## src/usir_pkg.sv

```systemverilog
// Shared constants and carrier types for the serial port status and event block
package usir_pkg;

	localparam int unsigned ADDR_W = 12;
	localparam int unsigned DATA_W = 32;
	localparam int unsigned LVL_W = 4;
	localparam int unsigned EV_W = 7;

	// Register byte offsets
	localparam logic [ADDR_W-1:0] OFF_PORT_CONTROL = 12'h000;
	localparam logic [ADDR_W-1:0] OFF_PORT_STATUS = 12'h004;
	localparam logic [ADDR_W-1:0] OFF_EVENT_ENABLE = 12'h008;
	localparam logic [ADDR_W-1:0] OFF_EVENT_FLAGS = 12'h00C;

	// port_control fields
	localparam int unsigned CTRL_THRESH_LSB = 0;
	localparam logic [LVL_W-1:0] CTRL_THRESH_RST = 4'h0;
	localparam logic [LVL_W-1:0] THRESH_MIN = 4'h1;

	// port_status fields
	localparam int unsigned STAT_TX_LVL_LSB = 12;
	localparam int unsigned STAT_RX_LVL_LSB = 8;
	localparam int unsigned STAT_TX_FULL = 7;
	localparam int unsigned STAT_TX_EMPTY = 6;
	localparam int unsigned STAT_RX_FULL = 5;
	localparam int unsigned STAT_RX_EMPTY = 4;
	localparam int unsigned STAT_RX_BUSY = 1;
	localparam int unsigned STAT_TX_BUSY = 0;

	// Event bit positions, shared by event_enable and event_flags
	localparam int unsigned EV_TX_HALF = 6;
	localparam int unsigned EV_TX_NEAR = 5;
	localparam int unsigned EV_RX_THRESH = 4;
	localparam int unsigned EV_RX_OVERRUN = 3;
	localparam int unsigned EV_CTS_CHANGE = 2;
	localparam int unsigned EV_RX_PARITY = 1;
	localparam int unsigned EV_RX_FRAME = 0;
	localparam logic [EV_W-1:0] EV_ENABLE_RST = 7'h00;
	localparam logic [EV_W-1:0] EV_FLAGS_RST = 7'h00;

	// Queue geometry
	localparam int unsigned QUEUE_DEPTH = 8;
	localparam logic [LVL_W-1:0] LEVEL_RST = 4'h0;
	localparam logic [LVL_W-1:0] TX_NEAR_LVL = 4'h1;

	// Synchroniser fill time before the clear-to-send compare is trusted
	localparam int unsigned CTS_PRIME_CYC = 3;

	typedef struct packed {
		logic psel;
		logic penable;
		logic pwrite;
		logic [ADDR_W-1:0] paddr;
		logic [DATA_W-1:0] pwdata;
	} usir_apb_req_type;

	typedef struct packed {
		logic pready;
		logic pslverr;
		logic [DATA_W-1:0] prdata;
	} usir_apb_rsp_type;

endpackage

```

## src/usir_queue_level.sv

```systemverilog
// Occupancy tracker for one character queue: level, full, empty and overflow
`timescale 1ns/1ps
module usir_queue_level import usir_pkg::*; #(
	parameter int unsigned DEPTH = QUEUE_DEPTH
) (
	input wire logic i_clk,
	input wire logic i_rst_b,
	input wire logic i_push,
	input wire logic i_pop,
	output logic [LVL_W-1:0] o_level,
	output logic o_full,
	output logic o_empty,
	output logic o_overflow
);

	localparam logic [LVL_W-1:0] DEPTH_L = LVL_W'(DEPTH);

	logic [LVL_W-1:0] level_r;
	logic [LVL_W-1:0] level_nxt;
	logic overflow_r;
	logic full_now;
	logic empty_now;

	assign full_now = (level_r == DEPTH_L);
	assign empty_now = (level_r == LEVEL_RST);

	// Saturate at DEPTH; a push into a full queue with no pop is lost
	always_comb begin
		level_nxt = level_r;
		if (i_push && !i_pop && !full_now) begin
			level_nxt = level_r + 4'h1;
		end else if (i_pop && !i_push && !empty_now) begin
			level_nxt = level_r - 4'h1;
		end else if (i_pop && i_push && empty_now) begin
			level_nxt = level_r + 4'h1;
		end
	end

	always_ff @(posedge i_clk or negedge i_rst_b) begin
		if (!i_rst_b) begin
			level_r <= LEVEL_RST;
		end else begin
			level_r <= level_nxt;
		end
	end

	always_ff @(posedge i_clk or negedge i_rst_b) begin
		if (!i_rst_b) begin
			overflow_r <= 1'b0;
		end else begin
			overflow_r <= i_push && !i_pop && full_now;
		end
	end

	assign o_level = level_r;
	assign o_full = full_now;
	assign o_empty = empty_now;
	assign o_overflow = overflow_r;

endmodule

```

## src/uart_status_irq_regs.sv

```systemverilog
// APB register block for serial port queue status, event flags and interrupt
//
// How it works
// - Control bits 3:0 hold the receive threshold; software keeps it within 1 to 8.
// - Status bits 15:12 show transmit queue occupancy, 0 to 8.
// - Status bits 11:8 show receive queue occupancy, 0 to 8.
// - Status bit 1 is high while a character is being received; resets low.
// - Status bit 0 is high while data shifts out; resets low.
// - Enable bit 6 lets the transmit half-empty event raise the interrupt.
// - Flag bit 6 latches transmit half-empty; write 1 clears, 0 does nothing.
// - Enable bit 5 lets the transmit almost-empty event raise the interrupt.
// - Flag bit 5 latches transmit almost-empty; cleared by writing 1.
// - Enable bit 4 lets the receive threshold event raise the interrupt.
// - Flag bit 4 latches the receive threshold event; cleared by writing 1.
// - Enable bit 3 lets a receive overrun raise the interrupt.
// - Flag bit 3 latches a receive overrun until software writes 1.
// - Enable bit 2 lets a clear-to-send change raise the interrupt.
// - Flag bit 2 latches a clear-to-send change once the synchroniser has filled after reset; cleared by writing 1.
// - Enable bit 1 lets a receive parity error raise the interrupt.
// - Flag bit 1 latches a receive parity error until software writes 1.
// - Enable bit 0 lets a receive framing error raise the interrupt.
// - Flag bit 0 latches a receive framing error; cleared by writing 1.
//
// Local design decision: the APB interface to the registers.
`timescale 1ns/1ps
module uart_status_irq_regs import usir_pkg::*; #(
	parameter int unsigned receive_queue_depth_param = QUEUE_DEPTH,
	parameter int unsigned TX_QUEUE_DEPTH = QUEUE_DEPTH
) (
	input wire logic i_clk,
	input wire logic i_rst_b,
	input wire usir_apb_req_type i_apb,
	output usir_apb_rsp_type o_apb,
	input wire logic i_tx_push,
	input wire logic i_tx_pop,
	input wire logic i_rx_push,
	input wire logic i_rx_pop,
	input wire logic i_tx_busy,
	input wire logic i_rx_busy,
	input wire logic i_rx_parity_err,
	input wire logic i_rx_frame_err,
	input wire logic i_cts,
	output logic [LVL_W-1:0] o_rx_threshold,
	output logic o_irq
);

	localparam logic [LVL_W-1:0] TX_HALF_LVL = LVL_W'(TX_QUEUE_DEPTH / 2);

	// Bus side
	usir_apb_rsp_type apb_rsp_r;
	logic [ADDR_W-1:0] addr_word;
	logic addr_ok;
	logic access_ph;
	logic wr_fire;
	logic hit_ctrl;
	logic hit_stat;
	logic hit_en;
	logic hit_fl;
	logic map_hit;
	logic ctrl_write;
	logic en_write;
	logic fl_write;
	logic [DATA_W-1:0] ctrl_word;
	logic [DATA_W-1:0] stat_word;
	logic [DATA_W-1:0] en_word;
	logic [DATA_W-1:0] fl_word;
	logic [DATA_W-1:0] rd_mux;

	// Registers
	logic [LVL_W-1:0] thresh_r;
	logic [EV_W-1:0] enable_r;
	logic [EV_W-1:0] flags_r;
	logic [EV_W-1:0] ev_set;
	logic [EV_W-1:0] ev_clr;
	logic irq_r;
	logic irq_nxt;

	// Line side status
	logic tx_busy_r;
	logic rx_busy_r;
	logic [LVL_W-1:0] tx_level;
	logic [LVL_W-1:0] rx_level;
	logic tx_full;
	logic tx_empty;
	logic rx_full;
	logic rx_empty;
	logic rx_overflow;
	logic [LVL_W-1:0] tx_level_prev_r;
	logic [LVL_W-1:0] rx_level_prev_r;

	// Clear-to-send synchroniser and change detect
	logic cts_meta_r;
	logic cts_sync_r;
	logic cts_prev_r;
	logic [CTS_PRIME_CYC-1:0] cts_prime_r;
	logic cts_change;

	// Event pulses
	logic tx_half_ev;
	logic tx_near_ev;
	logic rx_thresh_ev;

	// Levels saturate inside the trackers, so codes above the depth never appear
	usir_queue_level #(
		.DEPTH(TX_QUEUE_DEPTH)
	) u_tx_level (
		.i_clk(i_clk),
		.i_rst_b(i_rst_b),
		.i_push(i_tx_push),
		.i_pop(i_tx_pop),
		.o_level(tx_level),
		.o_full(tx_full),
		.o_empty(tx_empty),
		.o_overflow()
	);

	usir_queue_level #(
		.DEPTH(receive_queue_depth_param)
	) u_rx_level (
		.i_clk(i_clk),
		.i_rst_b(i_rst_b),
		.i_push(i_rx_push),
		.i_pop(i_rx_pop),
		.o_level(rx_level),
		.o_full(rx_full),
		.o_empty(rx_empty),
		.o_overflow(rx_overflow)
	);

	// Address decode: word aligned, four registers in the map
	assign addr_word = {i_apb.paddr[ADDR_W-1:2], 2'b00};
	assign addr_ok = (i_apb.paddr[1:0] == 2'b00);
	assign hit_ctrl = addr_ok && (addr_word == OFF_PORT_CONTROL);
	assign hit_stat = addr_ok && (addr_word == OFF_PORT_STATUS);
	assign hit_en = addr_ok && (addr_word == OFF_EVENT_ENABLE);
	assign hit_fl = addr_ok && (addr_word == OFF_EVENT_FLAGS);
	assign access_ph = i_apb.psel && i_apb.penable;
	assign map_hit = hit_ctrl || hit_stat || hit_en || hit_fl;

	// Writes land only on the edge where the master sees pready high
	assign wr_fire = access_ph && apb_rsp_r.pready && i_apb.pwrite;

	// Status is read only; a write to it is dropped without an error
	assign ctrl_write = wr_fire && hit_ctrl;
	assign en_write = wr_fire && hit_en;
	assign fl_write = wr_fire && hit_fl;

	// Each register word is built on its own; unused bits read 0
	always_comb begin
		ctrl_word = '0;
		ctrl_word[CTRL_THRESH_LSB +: LVL_W] = thresh_r;
	end

	always_comb begin
		stat_word = '0;
		stat_word[STAT_TX_LVL_LSB +: LVL_W] = tx_level;
		stat_word[STAT_RX_LVL_LSB +: LVL_W] = rx_level;
		stat_word[STAT_TX_FULL] = tx_full;
		stat_word[STAT_TX_EMPTY] = tx_empty;
		stat_word[STAT_RX_FULL] = rx_full;
		stat_word[STAT_RX_EMPTY] = rx_empty;
		stat_word[STAT_RX_BUSY] = rx_busy_r;
		stat_word[STAT_TX_BUSY] = tx_busy_r;
	end

	always_comb begin
		en_word = '0;
		en_word[EV_W-1:0] = enable_r;
	end

	always_comb begin
		fl_word = '0;
		fl_word[EV_W-1:0] = flags_r;
	end

	// Unmapped and unaligned addresses read 0
	always_comb begin
		rd_mux = '0;
		if (hit_ctrl) begin
			rd_mux = ctrl_word;
		end else if (hit_stat) begin
			rd_mux = stat_word;
		end else if (hit_en) begin
			rd_mux = en_word;
		end else if (hit_fl) begin
			rd_mux = fl_word;
		end
	end

	// One wait state: pready rises on the second access cycle, then drops
	always_ff @(posedge i_clk or negedge i_rst_b) begin
		if (!i_rst_b) begin
			apb_rsp_r.pready <= 1'b0;
		end else begin
			apb_rsp_r.pready <= access_ph && !apb_rsp_r.pready;
		end
	end

	// The error answer stands with pready for one cycle only
	always_ff @(posedge i_clk or negedge i_rst_b) begin
		if (!i_rst_b) begin
			apb_rsp_r.pslverr <= 1'b0;
		end else begin
			apb_rsp_r.pslverr <= access_ph && !apb_rsp_r.pready && !map_hit;
		end
	end

	// Read data stays until the next answer; a write answers with 0
	always_ff @(posedge i_clk or negedge i_rst_b) begin
		if (!i_rst_b) begin
			apb_rsp_r.prdata <= '0;
		end else if (access_ph && !apb_rsp_r.pready) begin
			apb_rsp_r.prdata <= i_apb.pwrite ? '0 : rd_mux;
		end
	end

	// Threshold field stores what software writes; only 1 to 8 are meaningful
	always_ff @(posedge i_clk or negedge i_rst_b) begin
		if (!i_rst_b) begin
			thresh_r <= CTRL_THRESH_RST;
		end else if (ctrl_write) begin
			thresh_r <= i_apb.pwdata[CTRL_THRESH_LSB +: LVL_W];
		end
	end

	always_ff @(posedge i_clk or negedge i_rst_b) begin
		if (!i_rst_b) begin
			enable_r <= EV_ENABLE_RST;
		end else if (en_write) begin
			enable_r <= i_apb.pwdata[EV_W-1:0];
		end
	end

	// Busy inputs come from the shifters on this clock; one register stage only
	always_ff @(posedge i_clk or negedge i_rst_b) begin
		if (!i_rst_b) begin
			tx_busy_r <= 1'b0;
		end else begin
			tx_busy_r <= i_tx_busy;
		end
	end

	always_ff @(posedge i_clk or negedge i_rst_b) begin
		if (!i_rst_b) begin
			rx_busy_r <= 1'b0;
		end else begin
			rx_busy_r <= i_rx_busy;
		end
	end

	// Previous levels let the events fire only on the crossing, not while parked
	always_ff @(posedge i_clk or negedge i_rst_b) begin
		if (!i_rst_b) begin
			tx_level_prev_r <= LEVEL_RST;
		end else begin
			tx_level_prev_r <= tx_level;
		end
	end

	always_ff @(posedge i_clk or negedge i_rst_b) begin
		if (!i_rst_b) begin
			rx_level_prev_r <= LEVEL_RST;
		end else begin
			rx_level_prev_r <= rx_level;
		end
	end

	// Transmit events fire on the downward crossing only
	assign tx_half_ev = (tx_level_prev_r > TX_HALF_LVL) && (tx_level <= TX_HALF_LVL);
	assign tx_near_ev = (tx_level_prev_r > TX_NEAR_LVL) && (tx_level <= TX_NEAR_LVL);

	// A reserved threshold of 0 never raises the receive event
	assign rx_thresh_ev = (thresh_r >= THRESH_MIN) && (rx_level_prev_r < thresh_r)
		&& (rx_level >= thresh_r);

	// The pin is asynchronous; the first stage feeds only the second
	always_ff @(posedge i_clk or negedge i_rst_b) begin
		if (!i_rst_b) begin
			cts_meta_r <= 1'b0;
			cts_sync_r <= 1'b0;
		end else begin
			cts_meta_r <= i_cts;
			cts_sync_r <= cts_meta_r;
		end
	end

	// Last synchronised level, kept for the change compare
	always_ff @(posedge i_clk or negedge i_rst_b) begin
		if (!i_rst_b) begin
			cts_prev_r <= 1'b0;
		end else begin
			cts_prev_r <= cts_sync_r;
		end
	end

	// Suppress the false change seen while the synchroniser fills after reset
	always_ff @(posedge i_clk or negedge i_rst_b) begin
		if (!i_rst_b) begin
			cts_prime_r <= '0;
		end else begin
			cts_prime_r <= {cts_prime_r[CTS_PRIME_CYC-2:0], 1'b1};
		end
	end

	assign cts_change = cts_prime_r[CTS_PRIME_CYC-1] && (cts_sync_r != cts_prev_r);

	always_comb begin
		ev_set = '0;
		ev_set[EV_TX_HALF] = tx_half_ev;
		ev_set[EV_TX_NEAR] = tx_near_ev;
		ev_set[EV_RX_THRESH] = rx_thresh_ev;
		ev_set[EV_RX_OVERRUN] = rx_overflow;
		ev_set[EV_CTS_CHANGE] = cts_change;
		ev_set[EV_RX_PARITY] = i_rx_parity_err;
		ev_set[EV_RX_FRAME] = i_rx_frame_err;
	end

	assign ev_clr = fl_write ? i_apb.pwdata[EV_W-1:0] : '0;

	// Sticky flags; a new event in the clearing cycle keeps the flag set
	for (genvar g = 0; g < EV_W; g++) begin : g_flag
		always_ff @(posedge i_clk or negedge i_rst_b) begin
			if (!i_rst_b) begin
				flags_r[g] <= EV_FLAGS_RST[g];
			end else if (ev_set[g]) begin
				flags_r[g] <= 1'b1;
			end else if (ev_clr[g]) begin
				flags_r[g] <= 1'b0;
			end
		end
	end

	// Registered so the pin never glitches while flags and enables change together
	assign irq_nxt = |(flags_r & enable_r);

	always_ff @(posedge i_clk or negedge i_rst_b) begin
		if (!i_rst_b) begin
			irq_r <= 1'b0;
		end else begin
			irq_r <= irq_nxt;
		end
	end

	assign o_apb = apb_rsp_r;
	assign o_irq = irq_r;
	assign o_rx_threshold = thresh_r;

endmodule

```

## config.mk

```make
export PLATFORM = sky130hd
export DESIGN_NAME = uart_status_irq_regs
export DESIGN_NICKNAME = d
export VERILOG_FILES = /design/src/usir_pkg.sv /design/src/usir_queue_level.sv /design/src/uart_status_irq_regs.sv
export SDC_FILE = /design/constraint.sdc
export NUM_CORES = 1
export LEC_CHECK = 0
export ABC_CLOCK_PERIOD_IN_PS = 2200
export CORE_ASPECT_RATIO = 1.5
export CORE_MARGIN = 2
export CORE_UTILIZATION = 63
export DETAILED_ROUTE_END_ITERATION = 8
export DONT_BUFFER_PORTS = 1
export PLACE_DENSITY = 0.89
export SLEW_MARGIN = 20
export SYNTH_ARGS = -nofsm -noshare
export SYNTH_HDL_FRONTEND = slang
export SYNTH_SLANG_ARGS = --single-unit
```

## constraint.sdc

```tcl
create_clock -name i_clk -period 2.2 [get_ports i_clk]
set_clock_uncertainty 0.1 [all_clocks]
set_input_delay 0.22 -clock i_clk [delete_from_list [all_inputs] [get_ports i_clk]]
set_output_delay 0.22 -clock i_clk [all_outputs]
set_load 0.02 [all_outputs]
```

======== Word level (Yosys, flattened, before mapping) ========
Index checks and enable logic that the tools add are counted.
W data, S select, Z words.
storage, ports and cells
  input port bits ......................... 58
  flip-flop bits (word level) ............. 78
  word-level logic and storage cells ...... 125
operators by class
  mux-type cells .......................... 26
  bitwise logic cells ..................... 1
  magnitude comparators ................... 7
  $add $sub $neg .......................... 4
  reduce and logical (&&, ||, !) cells .... 57
  equal/unequal tests ..................... 6
operators by type and width
  operator               count
  $mux W32               4
  $logic_and A1 B1 Y1    30
  $mux W4                6
  $eq A10 B2 Y1 const B  2
  $mux W1                14
  $mux W7                2
  $reduce_bool A2 Y1     7
  $logic_not A12 Y1      1
  $eq A10 B1 Y1 const B  1
  $logic_not A1 Y1       10
  $add A4 B1 Y4 const B  2
  $eq A4 B4 Y1 const B   2
  $logic_not A4 Y1       2
  $sub A4 B1 Y4 const B  2
  $and A7 B7 Y7          1
  $reduce_or A7 Y1       1
  $reduce_bool A3 Y1     2
  $ge A4 B1 Y1 const B   1
  $ge A4 B4 Y1           1
  $gt A4 B1 Y1 const B   1
  $gt A4 B3 Y1 const B   1
  $le A4 B1 Y1 const B   1
  $le A4 B3 Y1 const B   1
  $lt A4 B4 Y1           1
  other kinds (3)        5

======== Longest topological paths before layout ========
  depth after elaboration ................. 7
  mapped depth ............................ 6
  gate-level depth less buffers ........... 6

======== Hierarchy ========
From an unflattened synthesis, not the netlist that was laid out.
second synthesis, totals
  cell total of the unflattened synthesis .. 288
  area, all modules ....................... 3314.4 µm²
modules (own cells, without submodules)
  module                cells an instance  area an instance (µm²)  instances
  uart_status_irq_regs  190                2461.1                  1
  usir_queue_level      49                 426.7                   2

======== Least setup slack after synthesis ========
OpenSTA, ideal clock, no wires.
  path kind ............................... input to register
  start point ............................. in i_apb[41] in the netlist's numbering
  end point ............................... reg enable_r[0]
  buffers on the path ..................... 2
  cell stages on the path ................. 5
  setup time .............................. 0.125 ns
  slack ................................... 0.149 ns
  data required time ...................... 1.975 ns
  arrival ................................. 1.826 ns
  path through ............................ or4_4 -> buf_6 -> or4b_1 -> buf_6 -> mux2_4
on the way
  word-level cells in the longest chain between the ends .. 3
ends and longest elaborated chain
  item                    RTL line                     text
  start: declaration      uart_status_irq_regs.sv:32   input wire usir_apb_req_type i_apb,
  $eq A10 B2 Y1           uart_status_irq_regs.sv:135  assign hit_en = addr_ok && (addr_word == OFF_EVENT_ENABLE);
  $logic_and A1 B1 Y1     uart_status_irq_regs.sv:135
  $logic_and A1 B1 Y1     uart_status_irq_regs.sv:145  assign en_write = wr_fire && hit_en;
  end signal: assignment  uart_status_irq_regs.sv:230  enable_r <= i_apb.pwdata[EV_W-1:0];
  end: declaration        uart_status_irq_regs.sv:71   logic [EV_W-1:0] enable_r;
No other way between the ends.
A chain may end at the register's enable or synchronous reset.

======== Worst setup path in the final report ========
  start point ............................. reg apb_rsp_r (netlist bit o_apb[33])
  end point ............................... reg flags_r[1], in the netlist fl_word[1]
on the way
  word-level cells in the longest chain between the ends .. 5
ends and longest elaborated chain
  item                                 RTL line                     text
  start: declaration                   uart_status_irq_regs.sv:50   usir_apb_rsp_type apb_rsp_r;
  $logic_and A1 B1 Y1 (2 in a row)     uart_status_irq_regs.sv:141  assign wr_fire = access_ph && apb_rsp_r.pready && i_apb.pwrite;
  $logic_and A1 B1 Y1                  uart_status_irq_regs.sv:146  assign fl_write = wr_fire && hit_fl;
  $mux W7                              uart_status_irq_regs.sv:318  assign ev_clr = fl_write ? i_apb.pwdata[EV_W-1:0] : '0;
  $reduce_bool A2 Y1 (no source line)  n/a
  end signal: indexed assignment       uart_status_irq_regs.sv:324  flags_r[g] <= EV_FLAGS_RST[g];
  end: declaration                     uart_status_irq_regs.sv:72   logic [EV_W-1:0] flags_r;
No other way between the ends.

==> results.toml <==
[die]
ios = 97
die_area_um2 = 5530
dieHeight_um = 90.1
num_rows = 31
initial_core_util = 0.648
die_w_um = 61.4
core_um2 = 4810

[pwr]
p_per_area_nw_per_um2 = 950
p_comb_frac = 0.232
p_int_mw = 2.37
swShare = 0.317
switchingPower_mw = 1.10
ir_drop_mv = 0.570
power_frac_seq = 0.430
pwr-share-clk = 0.338
power_leakage_nw = 1.68

[detailed_routing]
first_pass_iters = 5
vias = 2421
dr.first_iter.drc_count = 194
via_per_inst = 6.22
wire_per_inst_um = 19.9
drcViolationCount = 0
final_antenna_net_count = 0
wl_um = 7750

[cts]
cts_buffers = 9
cts_sinks = 62
clkTransAtPathRegs_ns = 0.07
cts_tree = "done"
cts-root-buf = "clkbuf_8"
cts_buffer_depth = 2
clk_latency_ns = 0.35
htreeDepth = 3

[final_layout]
nets = 390
antennaDiodeCount = 0
drive_gt1_frac = 0.149
stdcell_area_um2 = 3650
syn2layout_area_growth_pct = 17.2

[placed_design]
placed_area_um2 = 3170
hpwlAfterDp_um = 4560
post-place-ws_ns = 0.154
io_buffers = 0
place_congestion = 0.897

[timing]
fin_crit_ns = 2.16
setup_viol = 0
max_freq_ghz = 0.464
period_share = 0.980
setup_ws_ns = 0.0449
maxSlewViolCount = 0
hold_viol_final = 0

[yosys]
synth_top_area_cell = "dfrtp_1"
synth.distinct_cells = 55
syn_avg_cell_area_um2 = 11.0
synth-seq-cells = 62
synthTopCellsByArea = "dfrtp_1, ha_1, buf_4"
netlist_area_um2 = 3110
synth-async-reset-ratio = 1.00
yosysSeqAreaShare = 0.498
synth_top_area_share = 0.498
yosysWarnings = 0
synth_edf_count = 0
ys.flop_type = "dfrtp_1"
synthTopCellsByCount = "dfrtp_1, nand2_1, buf_4, nor2_1, ha_1"
yosysMostFrequentCell = "dfrtp_1"
postSynthCellCount = 282

[global_route]
grt_pass1_vias = 2496
grt_first_pass_wirelength_um = 11800
grt_max_degree = 63
track_usage = 0.291
antenna_found_initial = 0
overflow = 0

[worst_setup_path]
cp.required_ns = 2.33
cp-start-kind = "register"
worst-path-max-fanout = 6
critPathMaxStageDelay_ns = 0.55
reg2reg_depth = 7
worstSetupEndpointType = "register"
reg2reg_to = "fl_word[1]"
crit_family = "buffers and inverters"
worstPathArrival_ns = 2.28
crit_path_top_delay_cell = "dlygate4sd3_1"
crit_chain = "buf_6 > nand4_1 > nor4_2 > buf_4 > nand2_1 > a21o_1 > dlygate4sd3_1"
ff2ff_setup_slack_ns = 0.04
timing.rr.start = "o_apb[33]"
path_class = "register to register"
worstPathBufferInverterCount = 3

[min_path]
min-delay-start = "i_tx_push"
hold_end = "u_tx_level.o_level[2]"
hold_depth = 2
holdCritPathClass = "input pin to register"

[status]
outcome = "complete, no violations"

[run]
max_cap_violations = 0
==> state kept, by name (all words and copies together), names as in the netlist, 3 cells and up <==
name / flops
rx_level_prev_r: 4
u_tx_level.o_level: 4
o_rx_threshold: 4
enable_r: 7
u_rx_level.o_level: 4
cts_prime_r: 3
o_apb: 18
fl_word: 7
tx_level_prev_r: 4
==> worst max-delay path by stage <==
stage                     startpoint  cells past startpoint     endpoint
after global routing       o_apb[33]                      7   fl_word[1]
after CTS                  o_apb[33]                      7   fl_word[1]
after detailed placement   i_apb[41]                      4  enable_r[1]
after floorplan            i_apb[41]                      5  enable_r[0]
after global placement     i_apb[41]                      4  enable_r[4]
final                      o_apb[33]                      7   fl_word[1]
==> area by class of cell <==
type,instances,area [µm²]
well taps,66,82.6
repair buffers,34,329
clock buffers,11,151
clock inverters,5,81.3
flip-flops and latches,62,1550
multi-input cells,199,1410
fillers,327,1160
inverters,12,45.0
==> power groups by stage <==
stage               clock, mW  sequential (mW)  combinational, mW
floorplan                   0             1.45              0.610
global placement            0             1.50              0.688
detailed placement          0             1.51              0.726
CTS                      1.16             1.49              0.799
global route             1.23             1.52              0.920
finish                   1.17             1.49              0.805
==> cell usage in the layout, fill, tap and decap left out, types with 5 or more instances in the layout <==
| master | n |
|---|---|
| a21o_1 | 5 |
| a22oi_1 | 6 |
| a31oi_1 | 6 |
| o31ai_1 | 6 |
| clkbuf_8 | 11 |
| o21ai_0 | 10 |
| nand2_1 | 25 |
| inv_1 | 12 |
| dlygate4sd3_1 | 20 |
| mux2_4 | 7 |
| buf_4 | 12 |
| nor2_1 | 16 |
| nand2b_1 | 5 |
| conb_1 | 17 |
| a22o_1 | 8 |
| mux2i_1 | 7 |
| ha_1 | 14 |
| o21ai_1 | 5 |
| dfrtp_1 | 62 |
==> cells by family (layout without fill, tap and decap cells) <==
family                   Yosys count  in the layout  synth area share
adder cells (fa/ha/maj)           14             14            0.0562
AO/OA/AOI/OAI                     66             66             0.148
XOR/XNOR                           5              5            0.0141
multiplexers                      18             18            0.0707
other                              2             17           0.00241
buffers and inverters             36             62            0.0675
AND/OR/NAND/NOR                   79             79             0.143
flip-flops                        62             62             0.498
==> worst register-to-register path, delay by kind of cell (launching register included) <==
| family | cells | cell delay, ns |
|---|---|---|
| buffers and inverters | 3 | 0.88 |
| and+or+nand+nor | 3 | 0.49 |
| DFF | 1 | 0.39 |
| AOI/OAI and AO/OA | 1 | 0.17 |
==> layer usage <==
layer	GRT usage	up-vias	part of all wire
li1	-	1055	-
met1	0.328	1187	0.35
met2	0.479	138	0.53
met3	0.0705	41	0.067
met4	0.163	0	0.051
met5	0	-	0
==> timing repair <==
action | 4_1_cts | 5_1_grt
gates resized for setup | 0 | 1
setup endpoints to repair | 0 | 2
hold buffers | 21 | 1
setup buffers | 0 | 2
hold endpoints to repair | 90 | 1
==> metrics by stage <==
stage                     hold slack, ns  std cells   util  power [mW]  TNS, ns
after CTS                       0.000145        387  0.755        3.44        0
after global routing              0.0229        389  0.759        3.67  -0.0185
final                             0.0188        389  0.759        3.47        0
after detailed placement          -0.174        350  0.659        2.23        0
after global placement            -0.174        350  0.659        2.19        0
after floorplan                   -0.176        297      -        2.06        0
(Power assumes the default switching activity.)
